## src/shared/pfc_pkg.sv

```systemverilog
// Purpose: Shared constants for the flash control register front end
// Assumes: Byte-wide register port, one clock, synchronous reset
// Notes:   Register offsets are local to this block's port
package pfc_pkg;
  // Register index map
  localparam logic [2:0] ADDR_HIGH  = 3'h0; // Upper address byte
  localparam logic [2:0] CONTROL    = 3'h1; // Control and trigger bits
  localparam logic [2:0] UNLOCK     = 3'h2; // Unlock key, write only
  localparam logic [2:0] IRQ_STATUS = 3'h3; // Sticky events, clear on read
  localparam logic [2:0] IRQ_MASK   = 3'h4; // Interrupt enable mask

  // Control register bit positions
  localparam int BIT_READ   = 0; // Read trigger
  localparam int BIT_WRITE  = 1; // Write trigger
  localparam int BIT_ENABLE = 2; // Program unlock enable
  localparam int BIT_FAULT  = 3; // Sequence fault flag
  localparam int BIT_ERASE  = 4; // Erase select
  localparam int BIT_LATCH  = 5; // Latch only select
  localparam int BIT_CFG    = 6; // Config space select
  localparam int BIT_TOP    = 7; // Unimplemented, reads one

  // Address high field width
  localparam int ADDR_HI_W = 7;

  // Unlock keys
  localparam logic [7:0] KEY_FIRST  = 8'h55;
  localparam logic [7:0] KEY_SECOND = 8'hAA;

  // Reset and fill values
  localparam logic [7:0] ZERO_BYTE = 8'h00;
  localparam logic       TOP_BIT   = 1'b1;

  // Interrupt status bit positions
  localparam int EV_READ_DONE  = 0; // Read finished
  localparam int EV_WRITE_DONE = 1; // Write or erase finished
  localparam int EV_FAULT      = 2; // Sequence fault raised
  localparam int EV_W          = 3; // Number of events

  // Operation timing
  localparam int READ_NS     = 5;     // One cycle read
  localparam int PROGRAM_NS  = 20000; // Programming time
  localparam int CLOCK_NS    = 5;     // 200 MHz period
  localparam int READ_CYC    = (READ_NS + CLOCK_NS - 1) / CLOCK_NS;
  localparam int PROGRAM_CYC = PROGRAM_NS / CLOCK_NS;

  // Unlock sequencer states
  typedef enum logic [1:0] {
    LOCK_IDLE,
    LOCK_GOT_FIRST,
    LOCK_ARMED
  } pfc_lock_t;
endpackage : pfc_pkg

```

## src/rtl/pfc_op_timer.sv

```systemverilog
// Purpose: Counts out a flash operation and pulses when it is done
// Assumes: start is a one cycle pulse while idle
// Notes:   A start while busy is ignored
`timescale 1ns/1ps
module pfc_op_timer #(
  parameter int CNT_W = 16
) (
  input  wire logic             clock,
  input  wire logic             rst,
  input  wire logic             start,
  input  wire logic [CNT_W-1:0] cycles,
  output logic                  busy,
  output logic                  done
);
  logic [CNT_W-1:0] count_q; // Cycles remaining
  logic             busy_q;  // Operation in flight
  logic             done_q;  // Completion pulse

  // Load on start, count to one, then pulse done
  always_ff @(posedge clock)
  begin
    if (rst)
    begin
      count_q <= '0;
      busy_q  <= 1'b0;
      done_q  <= 1'b0;
    end
    else
    begin
      done_q <= 1'b0;
      if (!busy_q && start)
      begin
        count_q <= cycles;
        busy_q  <= 1'b1;
      end
      else if (busy_q)
      begin
        if (count_q <= CNT_W'(1))
        begin
          busy_q <= 1'b0;
          done_q <= 1'b1;
        end
        else
          count_q <= count_q - CNT_W'(1);
      end
    end
  end

  assign busy = busy_q;
  assign done = done_q;
endmodule : pfc_op_timer

```

## src/rtl/pfc_flash_ctrl.sv

```systemverilog
// Purpose: Control register front end of the program flash sequencer
// Assumes: Plain register port, read data one cycle after the strobe
// Notes:   Array itself is outside; this block issues commands only
//
// Summary of operation
// - Address high register holds bits six to zero
// - Bit seven of both registers reads one
// - Latch only: write trigger loads latch only
// - Erase select erases; hardware clears on completion
// - Erase select clear means program write
// - Fault flag set on bad sequence or trigger
// - Clear flag means last operation ended normally
// - Triggers set by software, cleared by hardware
// - Control bits reset zero; flag held at reset
//
// Our own choices: the placing of the registers and strobed register access.
`timescale 1ns/1ps
module pfc_flash_ctrl #(
  parameter int PROGRAM_CYCLES = pfc_pkg::PROGRAM_CYC
) (
  input  wire logic       clock,
  input  wire logic       rst,
  input  wire logic [2:0] regAddr,
  input  wire logic [7:0] regWdata,
  input  wire logic       regWrite,
  input  wire logic       regRead,
  output logic      [7:0] regRdata,
  output logic      [6:0] flashAddressHigh,
  output logic            configSpace,
  output logic            readCmd,
  output logic            latchLoadCmd,
  output logic            programCmd,
  output logic            eraseCmd,
  output logic            opBusy,
  output logic            irq
);
  localparam int CNT_W = 16;

  // Register storage
  logic [pfc_pkg::ADDR_HI_W-1:0] addrHigh_q;  // Upper address bits
  logic                   cfgSel_q;    // Config space select
  logic                   latchOnly_q; // Latch only select
  logic                   eraseSel_q;  // Erase select
  logic                   fault_q;     // Sequence fault flag
  logic                   enable_q;    // Program unlock enable
  logic                   readTrig_q;  // Read trigger
  logic                   writeTrig_q; // Write trigger
  logic [pfc_pkg::EV_W-1:0] status_q;  // Sticky events
  logic [pfc_pkg::EV_W-1:0] mask_q;    // Event mask
  logic [7:0]             rdata_q;     // Registered read data
  pfc_pkg::pfc_lock_t     lock_q;      // Unlock sequence state
  logic [pfc_pkg::READ_CYC-1:0] readDly_q; // Read completion delay
  logic                   readCmd_q;   // Read command pulse
  logic                   latchCmd_q;  // Latch load pulse
  logic                   progCmd_q;   // Program start pulse
  logic                   eraseCmd_q;  // Erase start pulse

  // Decoded strobes
  logic wrCtl;       // Write to control
  logic wrKey;       // Write to unlock key
  logic setWrite;    // Software asks for a write
  logic goodWrite;   // Write accepted
  logic badWrite;    // Write refused
  logic startArray;  // Array operation starts
  logic opDone;      // Array operation finished
  logic timerBusy;   // Timer running
  logic readDone;    // Read finished
  logic writeDone;   // Write, erase or latch load finished

  // Register select helper
  function automatic logic hit(input logic [2:0] a, input logic [2:0] r);
    hit = (a == r);
  endfunction : hit

  assign wrCtl    = regWrite && hit(regAddr, pfc_pkg::CONTROL);
  assign wrKey    = regWrite && hit(regAddr, pfc_pkg::UNLOCK);
  assign setWrite = wrCtl && regWdata[pfc_pkg::BIT_WRITE];
  // Needs enable in the same write, armed keys, nothing in flight;
  // software sets enable and trigger together in one control write
  assign goodWrite = setWrite
                     && regWdata[pfc_pkg::BIT_ENABLE]
                     && !writeTrig_q
                     && (lock_q == pfc_pkg::LOCK_ARMED);
  assign badWrite  = setWrite && !goodWrite;
  // Latch only loads skip the array unless erasing
  assign startArray = goodWrite
                      && (regWdata[pfc_pkg::BIT_ERASE]
                          || !regWdata[pfc_pkg::BIT_LATCH]);

  // Latch only loads finish at once; array work ends on the timer
  assign writeDone = opDone || (latchCmd_q && !progCmd_q);

  // Unlock key sequence; any other write disarms it
  // A stray write between the keys must disarm, or runaway code that
  // happens to hit the key register could start a write
  always_ff @(posedge clock)
  begin
    if (rst)
      lock_q <= pfc_pkg::LOCK_IDLE;
    else if (wrKey)
    begin
      unique case (lock_q)
        pfc_pkg::LOCK_IDLE:
          lock_q <= (regWdata == pfc_pkg::KEY_FIRST)
                    ? pfc_pkg::LOCK_GOT_FIRST : pfc_pkg::LOCK_IDLE;
        pfc_pkg::LOCK_GOT_FIRST:
          lock_q <= (regWdata == pfc_pkg::KEY_SECOND)
                    ? pfc_pkg::LOCK_ARMED : pfc_pkg::LOCK_IDLE;
        pfc_pkg::LOCK_ARMED:
          lock_q <= (regWdata == pfc_pkg::KEY_FIRST)
                    ? pfc_pkg::LOCK_GOT_FIRST : pfc_pkg::LOCK_IDLE;
        default:
          lock_q <= pfc_pkg::LOCK_IDLE;
      endcase
    end
    else if (regWrite)
      lock_q <= pfc_pkg::LOCK_IDLE; // Keys must be back to back writes
  end

  // Upper address byte, bit seven not stored
  // Only seven bits exist; the top bit is made up on read
  always_ff @(posedge clock)
  begin
    if (rst)
      addrHigh_q <= '0;
    else if (regWrite && hit(regAddr, pfc_pkg::ADDR_HIGH))
      addrHigh_q <= regWdata[pfc_pkg::ADDR_HI_W-1:0];
  end

  // Plain control bits, frozen while an operation runs
  // Frozen so the bits that steer a running operation cannot shift
  always_ff @(posedge clock)
  begin
    if (rst)
    begin
      cfgSel_q    <= 1'b0;
      latchOnly_q <= 1'b0;
      enable_q    <= 1'b0;
    end
    else if (wrCtl && !writeTrig_q)
    begin
      cfgSel_q    <= regWdata[pfc_pkg::BIT_CFG];
      latchOnly_q <= regWdata[pfc_pkg::BIT_LATCH];
      enable_q    <= regWdata[pfc_pkg::BIT_ENABLE];
    end
  end

  // Erase select: software writes, hardware clears after erase
  always_ff @(posedge clock)
  begin
    if (rst)
      eraseSel_q <= 1'b0;
    else if (opDone && eraseSel_q)
      eraseSel_q <= 1'b0;
    else if (wrCtl && !writeTrig_q)
      eraseSel_q <= regWdata[pfc_pkg::BIT_ERASE];
  end

  // Fault flag keeps its value through reset; set beats clear
  // Every write trigger attempt raises it; a finished operation or a control
  // write with the fault bit zero clears it, so an operation cut short by reset leaves it standing
  always_ff @(posedge clock)
  begin
    if (setWrite)
      fault_q <= 1'b1;
    else if (writeDone)
      fault_q <= 1'b0;
    else if (wrCtl)
      fault_q <= regWdata[pfc_pkg::BIT_FAULT];
  end

  // Write trigger: set only by software, cleared by hardware
  // Held through programming, else a second trigger could slip in
  // while the timer still runs and be silently dropped
  always_ff @(posedge clock)
  begin
    if (rst)
      writeTrig_q <= 1'b0;
    else if (goodWrite)
      writeTrig_q <= 1'b1;
    else if (writeDone)
      writeTrig_q <= 1'b0;
  end

  // Read trigger: a one is honoured, a zero has no effect
  // Stays up until the delayed done bit, so software never sees it
  // drop before the read data would be ready
  always_ff @(posedge clock)
  begin
    if (rst)
    begin
      readTrig_q <= 1'b0;
      readDly_q  <= '0;
    end
    else
    begin
      readDly_q <= {readDly_q[pfc_pkg::READ_CYC-1:0] << 1}
                   | pfc_pkg::READ_CYC'(readCmd_q);
      if (wrCtl && regWdata[pfc_pkg::BIT_READ] && !readTrig_q)
        readTrig_q <= 1'b1;
      else if (readDone)
        readTrig_q <= 1'b0;
    end
  end
  assign readDone = readDly_q[pfc_pkg::READ_CYC-1];

  // Command pulses toward the array
  // Taken from the write data, so the choice made in the same write
  // as the trigger is the one honoured
  always_ff @(posedge clock)
  begin
    if (rst)
    begin
      readCmd_q  <= 1'b0;
      latchCmd_q <= 1'b0;
      progCmd_q  <= 1'b0;
      eraseCmd_q <= 1'b0;
    end
    else
    begin
      readCmd_q  <= wrCtl && regWdata[pfc_pkg::BIT_READ] && !readTrig_q;
      // Every accepted write that is not an erase loads the addressed latch
      latchCmd_q <= goodWrite && !regWdata[pfc_pkg::BIT_ERASE];
      progCmd_q  <= startArray && !regWdata[pfc_pkg::BIT_ERASE];
      eraseCmd_q <= startArray && regWdata[pfc_pkg::BIT_ERASE];
    end
  end

  // Self timed array operation
  // One timer serves program and erase; a latch only load never
  // starts it
  pfc_op_timer #(
    .CNT_W (CNT_W)
  ) u_timer (
    .clock  (clock),
    .rst    (rst),
    .start  (progCmd_q || eraseCmd_q),
    .cycles (CNT_W'(PROGRAM_CYCLES)),
    .busy   (timerBusy),
    .done   (opDone)
  );

  // Sticky events; a read of status clears, a new event wins
  // Write, erase and latch load completions share one bit to keep the map small
  always_ff @(posedge clock)
  begin
    if (rst)
      status_q <= '0;
    else
    begin
      if (regRead && hit(regAddr, pfc_pkg::IRQ_STATUS))
        status_q <= '0;
      if (readDone)
        status_q[pfc_pkg::EV_READ_DONE] <= 1'b1;
      if (writeDone)
        status_q[pfc_pkg::EV_WRITE_DONE] <= 1'b1;
      if (badWrite)
        status_q[pfc_pkg::EV_FAULT] <= 1'b1;
    end
  end

  // Interrupt mask
  // Mask bits line up one to one with the status bits
  always_ff @(posedge clock)
  begin
    if (rst)
      mask_q <= '0;
    else if (regWrite && hit(regAddr, pfc_pkg::IRQ_MASK))
      mask_q <= regWdata[pfc_pkg::EV_W-1:0];
  end

  // Read data, valid only in the cycle after the strobe
  // Zero outside reads keeps the bus quiet when results are ORed
  always_ff @(posedge clock)
  begin
    if (rst)
      rdata_q <= pfc_pkg::ZERO_BYTE;
    else if (!regRead)
      rdata_q <= pfc_pkg::ZERO_BYTE;
    else
    begin
      unique case (regAddr)
        pfc_pkg::ADDR_HIGH:
          rdata_q <= {pfc_pkg::TOP_BIT, addrHigh_q};
        pfc_pkg::CONTROL:
          rdata_q <= {pfc_pkg::TOP_BIT, cfgSel_q, latchOnly_q,
                      eraseSel_q, fault_q, enable_q, writeTrig_q,
                      readTrig_q};
        pfc_pkg::IRQ_STATUS:
          rdata_q <= {{(8-pfc_pkg::EV_W){1'b0}}, status_q};
        pfc_pkg::IRQ_MASK:
          rdata_q <= {{(8-pfc_pkg::EV_W){1'b0}}, mask_q};
        default:
          rdata_q <= pfc_pkg::ZERO_BYTE; // Unlock key and holes read zero
      endcase
    end
  end

  // Outputs
  assign regRdata         = rdata_q;
  assign flashAddressHigh = addrHigh_q;
  assign configSpace      = cfgSel_q;
  assign readCmd          = readCmd_q;
  assign latchLoadCmd     = latchCmd_q;
  assign programCmd       = progCmd_q;
  assign eraseCmd         = eraseCmd_q;
  assign opBusy           = timerBusy || writeTrig_q;
  assign irq              = |(status_q & mask_q);
endmodule : pfc_flash_ctrl

```

## config.mk

```make
export PLATFORM = sky130hd
export DESIGN_NAME = pfc_flash_ctrl
export DESIGN_NICKNAME = d
export VERILOG_FILES = /design/src/shared/pfc_pkg.sv /design/src/rtl/pfc_op_timer.sv /design/src/rtl/pfc_flash_ctrl.sv
export SDC_FILE = /design/constraint.sdc
export NUM_CORES = 1
export LEC_CHECK = 0
export BUFFER_PORTS_ARGS = -buffer_cell sky130_fd_sc_hd__buf_4
export CORE_MARGIN = 1
export CORE_UTILIZATION = 47
export DETAILED_ROUTE_END_ITERATION = 10
export GPL_ROUTABILITY_DRIVEN = 0
export PLACE_DENSITY_LB_ADDON = 0.2
export SLEW_MARGIN = 20
export SYNTH_ARGS = -nofsm -noshare
export SYNTH_HDL_FRONTEND = slang
export SYNTH_SLANG_ARGS = --single-unit
export TNS_END_PERCENT = 10
```

## constraint.sdc

```tcl
create_clock -name clock -period 4.4 [get_ports clock]
set_input_delay 0.22 -clock clock [delete_from_list [all_inputs] [get_ports clock]]
set_output_delay 0.22 -clock clock [all_outputs]
set_load 0.01 [all_outputs]
```

==> flow_summary.yaml, run 1 <==
status:
  outcome: "complete, no violations"
clocking:
  post_cts_buffers: 0
  root_buffer: "clkbuf_8"
  clock_path_buffers: 2
  cts_resized: 0
  cts_sinks: 53
  clk_pin_slew_ps: 100
  holdBufCountCts: 0
  h-tree-depth: 2
  cts_made_buffers: 5
  insertion_delay_ps: 320
  cts_tree: "yes"
layout:
  fin_util: 0.576
  final_cells: 371
  regArea_sq_um: 1060
  drive_above_1_share: 0.171
  multi_input_area_sq_um: 1240
  nets: 320
  insertedDiodeCount: 0
  fillCellCount: 475
  syn_to_final_growth_pct: 16.0
global_routing:
  gr-total-overflow: 0
  grt_max_degree: 39
  antenna_found_initial: 0
  grtUsageTotal: 0.221
  grt_pass1_vias: 1815
  grt_first_pass_wirelength_microns: 9040
sta:
  finalSetupViolations: 0
  fmax_mhz: 471
  timing.setup.tns_ps: 0
  max_slew.worst_pin.slew_ps: 983
  rsz0062_at_grt: "no"
  period_share: 0.483
  max_slew_margin: 0.340
  drv_slew: 0
  hold_viol: 0
  finalCriticalPeriod_ps: 2120
  holdWs_ps: 110
  finClkSkew_ps: 12.0
min_path:
  min_from: "regWdata[5]"
  min_path_cells: 2
  hold_path_class: "in2reg"
  whs_endpoint: "programCmd$_SDFF_PP0_"
logic_synthesis:
  dominantRegCellSynth: "dfxtp_1"
  ys_ff_latch: 53
  avgSynthCellArea_sq_um: 8.67
  syn-num-nets: 293
  synth_edf_count: 0
  syn_inst: 276
  synth_warnings: 0
  syn_area_sq_um: 2390
  ys_async_sr_fraction: 0
  yosysSeqAreaShare: 0.443
  yosys.cell_types.count: 50
setup_path:
  cp.required_ps: 4650
  reg2reg_to: "u_timer.count_q[0]$_SDFFE_PP0P_"
  r2r_start: "u_timer.count_q[7]$_SDFFE_PP0P_"
  crit_start: "u_timer.count_q[7]$_SDFFE_PP0P_"
  crit_type: "reg2reg"
  crit_arrival_ps: 2370
  path_max_fanout: 15
  critPathLaunchType: "flip-flop"
  rrSetupSlack_ps: 2280
  end_kind: "flip-flop"
  r2r_cells: 4
placed_design:
  post-dp-hpwl_microns: 3990
  placed_cells: 363
  portBuffers: 36
floorplanning:
  die_h_microns: 73.4
  die-area_sq_um: 5380
  coreArea_sq_um: 4820
  ios: 37
  die_w_microns: 73.4
  start_util: 0.497
  rows: 25
detailed_routing:
  wl_microns: 5570
  final_antenna_net_count: 0
  viasPerCell: 5.80
  drt-pass1-iter-count: 4
  drt_first_iter_violations: 105
  wl_per_cell_microns: 15.0
  vias: 2153
  drc_errors: 0
power_and_ir_drop:
  power_mw: 0.831
  p_leak_nw: 1.08
  ir_drop_v: 0.000144
  powerDensity_nw_per_um2: 299
run:
  cap_viol_max_count: 0
worst max path at each step:
stage,cells past startpoint,endpoint,slack [ps]
6_report,4,u_timer.count_q[0]$_SDFFE_PP0P_,2280
4_1_cts,4,u_timer.count_q[0]$_SDFFE_PP0P_,2280
5_1_grt,4,u_timer.count_q[0]$_SDFFE_PP0P_,2140
3_5_place_dp,4,u_timer.count_q[0]$_SDFFE_PP0P_,2310
2_1_floorplan,7,u_timer.count_q[15]$_SDFFE_PP0P_,2480
3_3_place_gp,4,u_timer.count_q[0]$_SDFFE_PP0P_,2330
sequential cells by signal (all words and copies together) (netlist names), 2 cells and up:
register / cells
status_q: 3
mask_q: 3
regRdata: 8
lock_q: 2
u_timer.count_q: 16
flashAddressHigh: 7
per-stage QoR:
step | cell area, sq um | setup WS (ps)
2_1_floorplan | 2390 | 2480
3_3_place_gp | 2680 | 2330
3_5_place_dp | 2680 | 2310
4_1_cts | 2780 | 2280
5_1_grt | 2780 | 2140
6_report | 2780 | 2280
metal layers:
metal	wire length (microns)	GRT usage	vias to the layer above
met5	0	0	-
met4	87	0.0897	0
met3	255	0.0329	7
met2	2380	0.309	50
met1	2850	0.336	1015
li1	-	-	1081
worst max-delay path, stage by stage, from the launching register on:
cell	delay [ps]
dfxtp_1	360
or3_1	430
or3_1	550
o31ai_1	490
mux2i_1	230
cells by family after synthesis:
logic type,synth area share
flops,0.443
fa+ha+maj,0.0105
simple gates,0.258
buf+inv,0.0397
mux,0.0465
compound gates,0.202
where the power goes:
part	leakage [nW]	switching, mW	internal (mW)	total [mW]
clock network	0.0452	0.175	0.116	0.292
logic	0.605	0.0292	0.0210	0.0502
registers	0.428	0.00389	0.485	0.489
cell usage in the layout (no fill, tap or decap), drive strengths merged, types with 3 or more instances in the layout:
cell type,count
dfxtp,53
buf,36
nand2,28
nor2,27
a21oi,23
mux2i,10
a22oi,10
inv,10
nor3,8
nor4,7
a211oi,7
o31ai,6
or4,6
or3,5
o21ai,5
nand3,5
clkbuf,5
nand3b,5
nand2b,4
nand4,4
or2,3
synthesized netlist by cell type, drive strengths merged, types with 2 or more instances:
| cell type | instances | area, sq um |
|---|---|---|
| a311o | 2 | 20.0 |
| o211ai | 2 | 15.0 |
| a22oi | 10 | 75.1 |
| and2 | 2 | 12.5 |
| or4 | 6 | 45.0 |
| mux2i | 10 | 100 |
| nor2 | 27 | 101 |
| clkbuf | 13 | 50.0 |
| o21ai | 5 | 25.0 |
| nand3 | 5 | 25.0 |
| inv | 8 | 30.0 |
| nand3b | 5 | 41.3 |
| nand2 | 28 | 105 |
| or2 | 3 | 18.8 |
| nand4 | 4 | 25.0 |
| a211oi | 7 | 52.6 |
| nor2b | 2 | 12.5 |
| nor3b | 2 | 20.0 |
| o2111a | 2 | 22.5 |
| buf | 3 | 15.0 |
| a21oi | 23 | 115 |
| nor3 | 8 | 40.0 |
| nor4 | 7 | 43.8 |
| dfxtp | 53 | 1060 |
| nand4b | 2 | 17.5 |
| nor4b | 2 | 17.5 |
| or3 | 5 | 31.3 |
| ha | 2 | 25.0 |
| nand2b | 4 | 25.0 |
| a31oi | 2 | 12.5 |
| o41ai | 2 | 17.5 |
| o31ai | 6 | 45.0 |
final cells by class:
class | count | area share
clock buffer | 5 | 0.0248
clock inverter | 3 | 0.00901
inverter | 8 | 0.0108
multi-input combinational | 199 | 0.446
sequential | 53 | 0.382
tap | 67 | 0.0302
timing repair buffer | 36 | 0.0973
Note: power is estimated with default switching activity, not from simulation.
==> inputs of run 2 (changes only) <==
--- a/config.mk
+++ b/config.mk
@@ -5,6 +5,7 @@
 export SDC_FILE = /design/constraint.sdc
 export NUM_CORES = 1
 export LEC_CHECK = 0
+export ABC_AREA = 1
 export BUFFER_PORTS_ARGS = -buffer_cell sky130_fd_sc_hd__buf_4
 export CORE_MARGIN = 1
 export CORE_UTILIZATION = 47
==> constraint.sdc (replaced) <==
create_clock -name clock -period 1.81 [get_ports clock]
set_input_delay 0.0905 -clock clock [delete_from_list [all_inputs] [get_ports clock]]
set_output_delay 0.0905 -clock clock [all_outputs]
set_load 0.01 [all_outputs]
==> run 2 against run 1 <==
Compared with the run above: fmax up 27%; synthesized cell count up 26%; worst setup slack worse by 2100 ps; critical path type unchanged.
==> flow_summary.yaml, run 2 <==
logic_synthesis:
  yosys.cell_types.count: 34
  synth_area_leader_cell: "dfxtp_1"
  synth_edf_count: 0
  dominantRegCellSynth: "dfxtp_1"
  synthTopCellsByCount: "64 x nand2_1, 53 x dfxtp_1, 47 x inv_1"
  yosysSeqAreaShare: 0.424
  ys_ff_latch: 53
  syn-num-nets: 365
  synth_top_cell_area_share: 0.424
  ys_top_cells_by_area: "dfxtp_1 42%, nand2_1 9.6%, inv_1 7.1%"
  syn_inst: 348
  ys_async_sr_fraction: 0
  yosys.cell_count.top_type: "nand2_1"
  synth_warnings: 0
  avgSynthCellArea_sq_um: 7.18
  syn_area_sq_um: 2500
setup_path:
  critPathLaunchType: "flip-flop"
  path_max_fanout: 11
  crit_type: "reg2reg"
  crit_arrival_ps: 1880
  end_kind: "flip-flop"
  cp.required_ps: 2010
sta:
  hold_viol: 0
  max_slew.worst_pin.slew_ps: 428
  fmax_mhz: 596
  max_slew_margin: 0.712
  finClkSkew_ps: 10.5
  timing.setup.tns_ps: 0
  finalCriticalPeriod_ps: 1680
  drv_slew: 0
  period_share: 0.928
  rsz0062_at_grt: "no"
  finalSetupViolations: 0
layout:
  nets: 411
  insertedDiodeCount: 0
  largest-register: "u_timer.count_q"
  multi_input_area_sq_um: 1190
  final_common_cell: "nand2_1"
  final_cells: 464
  largest_register_ffs: 16
  syn_to_final_growth_pct: 20.1
  most-common-layout-cells: "64 x nand2_1, 53 x dfxtp_1, 47 x inv_1, 43 x buf_4, 39 x nor2_1"
  stdcell_area_sq_um: 3000
  drive_above_1_share: 0.201
  regArea_sq_um: 1060
  fillCellCount: 498
clocking:
  cts_tree: "yes"
  clock_path_buffers: 2
  clk_pin_slew_ps: 100
  h-tree-depth: 2
  insertion_delay_ps: 300
  cts_sinks: 53
  root_buffer: "clkbuf_8"
  cts_made_buffers: 5
detailed_routing:
  wl_per_cell_microns: 12.4
  viasPerCell: 5.07
  drt-pass1-iter-count: 4
  vias: 2352
  final_antenna_net_count: 0
  wl_met2_microns: 2530
  top_layer: "met4"
  drc_errors: 0
  wl_microns: 5740
  drt_first_iter_violations: 132
  wl_met3_microns: 270
  met1_length_microns: 2920
status:
  outcome: "complete, no violations"
power_and_ir_drop:
  powerDensity_nw_per_um2: 678
  p_leak_nw: 1.34
  ir_drop_v: 0.000405
min_path:
  hold_path_class: "in2reg"
floorplanning:
  ios: 37
  die_w_microns: 74.9
  coreArea_sq_um: 5110
  die_h_microns: 74.9
  start_util: 0.489
  rows: 26
  die-area_sq_um: 5610
placed_design:
  post-dp-hpwl_microns: 4250
  dpl_cell_area_sq_um: 2840
  placed_cells: 450
  portBuffers: 36
global_routing:
  grt_max_degree: 20
  grt_pass1_vias: 1941
  grtUsageTotal: 0.212
  grt_first_pass_wirelength_microns: 8970
  gr-total-overflow: 0
  antenna_found_initial: 0
run:
  cap_viol_max_count: 0
## run 2: cell count changes after synthesis, moves of 7 or more
cell,before,now
nand4_1,4,11
nor2_1,27,39
mux2i_1,10,0
a211oi_1,7,0
inv_2,0,8
a21oi_1,23,33
a22oi_1,10,0
inv_1,8,47
nand3_1,5,29
nand2_1,28,64
clkbuf_1,12,1
## run 2: cell families (layout without fill, tap and decap cells)
logic type      Yosys count  in the layout  share of synthesized area
compound gates           58             58                      0.127
flops                    53             53                      0.424
buf+inv                  63            109                      0.101
xor+xnor                  2              2                    0.00701
simple gates            170            170                      0.331
fa+ha+maj                 2              2                     0.0100
## run 2: worst max-delay path, stage by stage (launching register included)
cell,delay (ps)
dfxtp_1,350
inv_1,100
ha_2,220
inv_1,60
nand2_1,70
nand2_1,40
nor2_1,160
nand2_4,130
buf_4,170
nand4_1,70
nand3_1,90
nand2_1,70
inv_1,40
## run 2: stage by stage
| step | hold slack (ps) | setup WS, ps | total power [mW] | util |
|---|---|---|---|---|
| 2_1_floorplan | 160 | 346 | 1.30 | - |
| 3_3_place_gp | 287 | 138 | 1.36 | 0.556 |
| 3_5_place_dp | 289 | 65.3 | 1.36 | 0.556 |
| 4_1_cts | 4.76 | 47.2 | 2.05 | 0.580 |
| 5_1_grt | 81.2 | 12.1 | 2.11 | 0.588 |
| 6_report | 46.9 | 131 | 2.04 | 0.588 |
## run 2: timing repair
action,CTS,global route
setup endpoints to repair,0,13
resized for setup,0,2
hold buffers,3,1
endpoints found under the hold margin,3,1
buffers inserted,0,3
## run 2: area by class of cell
cell class                      count  share of cell area
Inverter                           55              0.0688
Clock inverter                      1             0.00250
Sequential cell                    53               0.353
Multi-Input combinational cell    232               0.398
Clock buffer                        6              0.0275
Tap cell                           70              0.0292
Timing Repair Buffer               47               0.121
## run 2: layer usage
layer | vias up | track usage
li1 | 1225 | -
met2 | 54 | 0.319
met4 | 0 | 0.0608
met3 | 2 | 0.0375
met5 | - | 0
met1 | 1071 | 0.310
## run 2: report_power, final
group | switching, mW | internal [mW]
registers | 0.0109 | 1.18
logic | 0.0914 | 0.0586
clock network | 0.389 | 0.304
## run 2: final timing paths
path	slack, ps	cells past startpoint	start	endpoint
setup / recovery	130	12	u_timer.count_q[0]$_SDFFE_PP0P_	u_timer.count_q[7]$_SDFFE_PP0P_
hold / removal	50	3	regWdata[6]	flashAddressHigh[6]$_SDFFE_PP0P_
setup reg to reg	130	12	u_timer.count_q[0]$_SDFFE_PP0P_	u_timer.count_q[7]$_SDFFE_PP0P_
hold reg to reg	440	2	readCmd$_SDFF_PP0_	readDly_q$_SDFF_PP0_
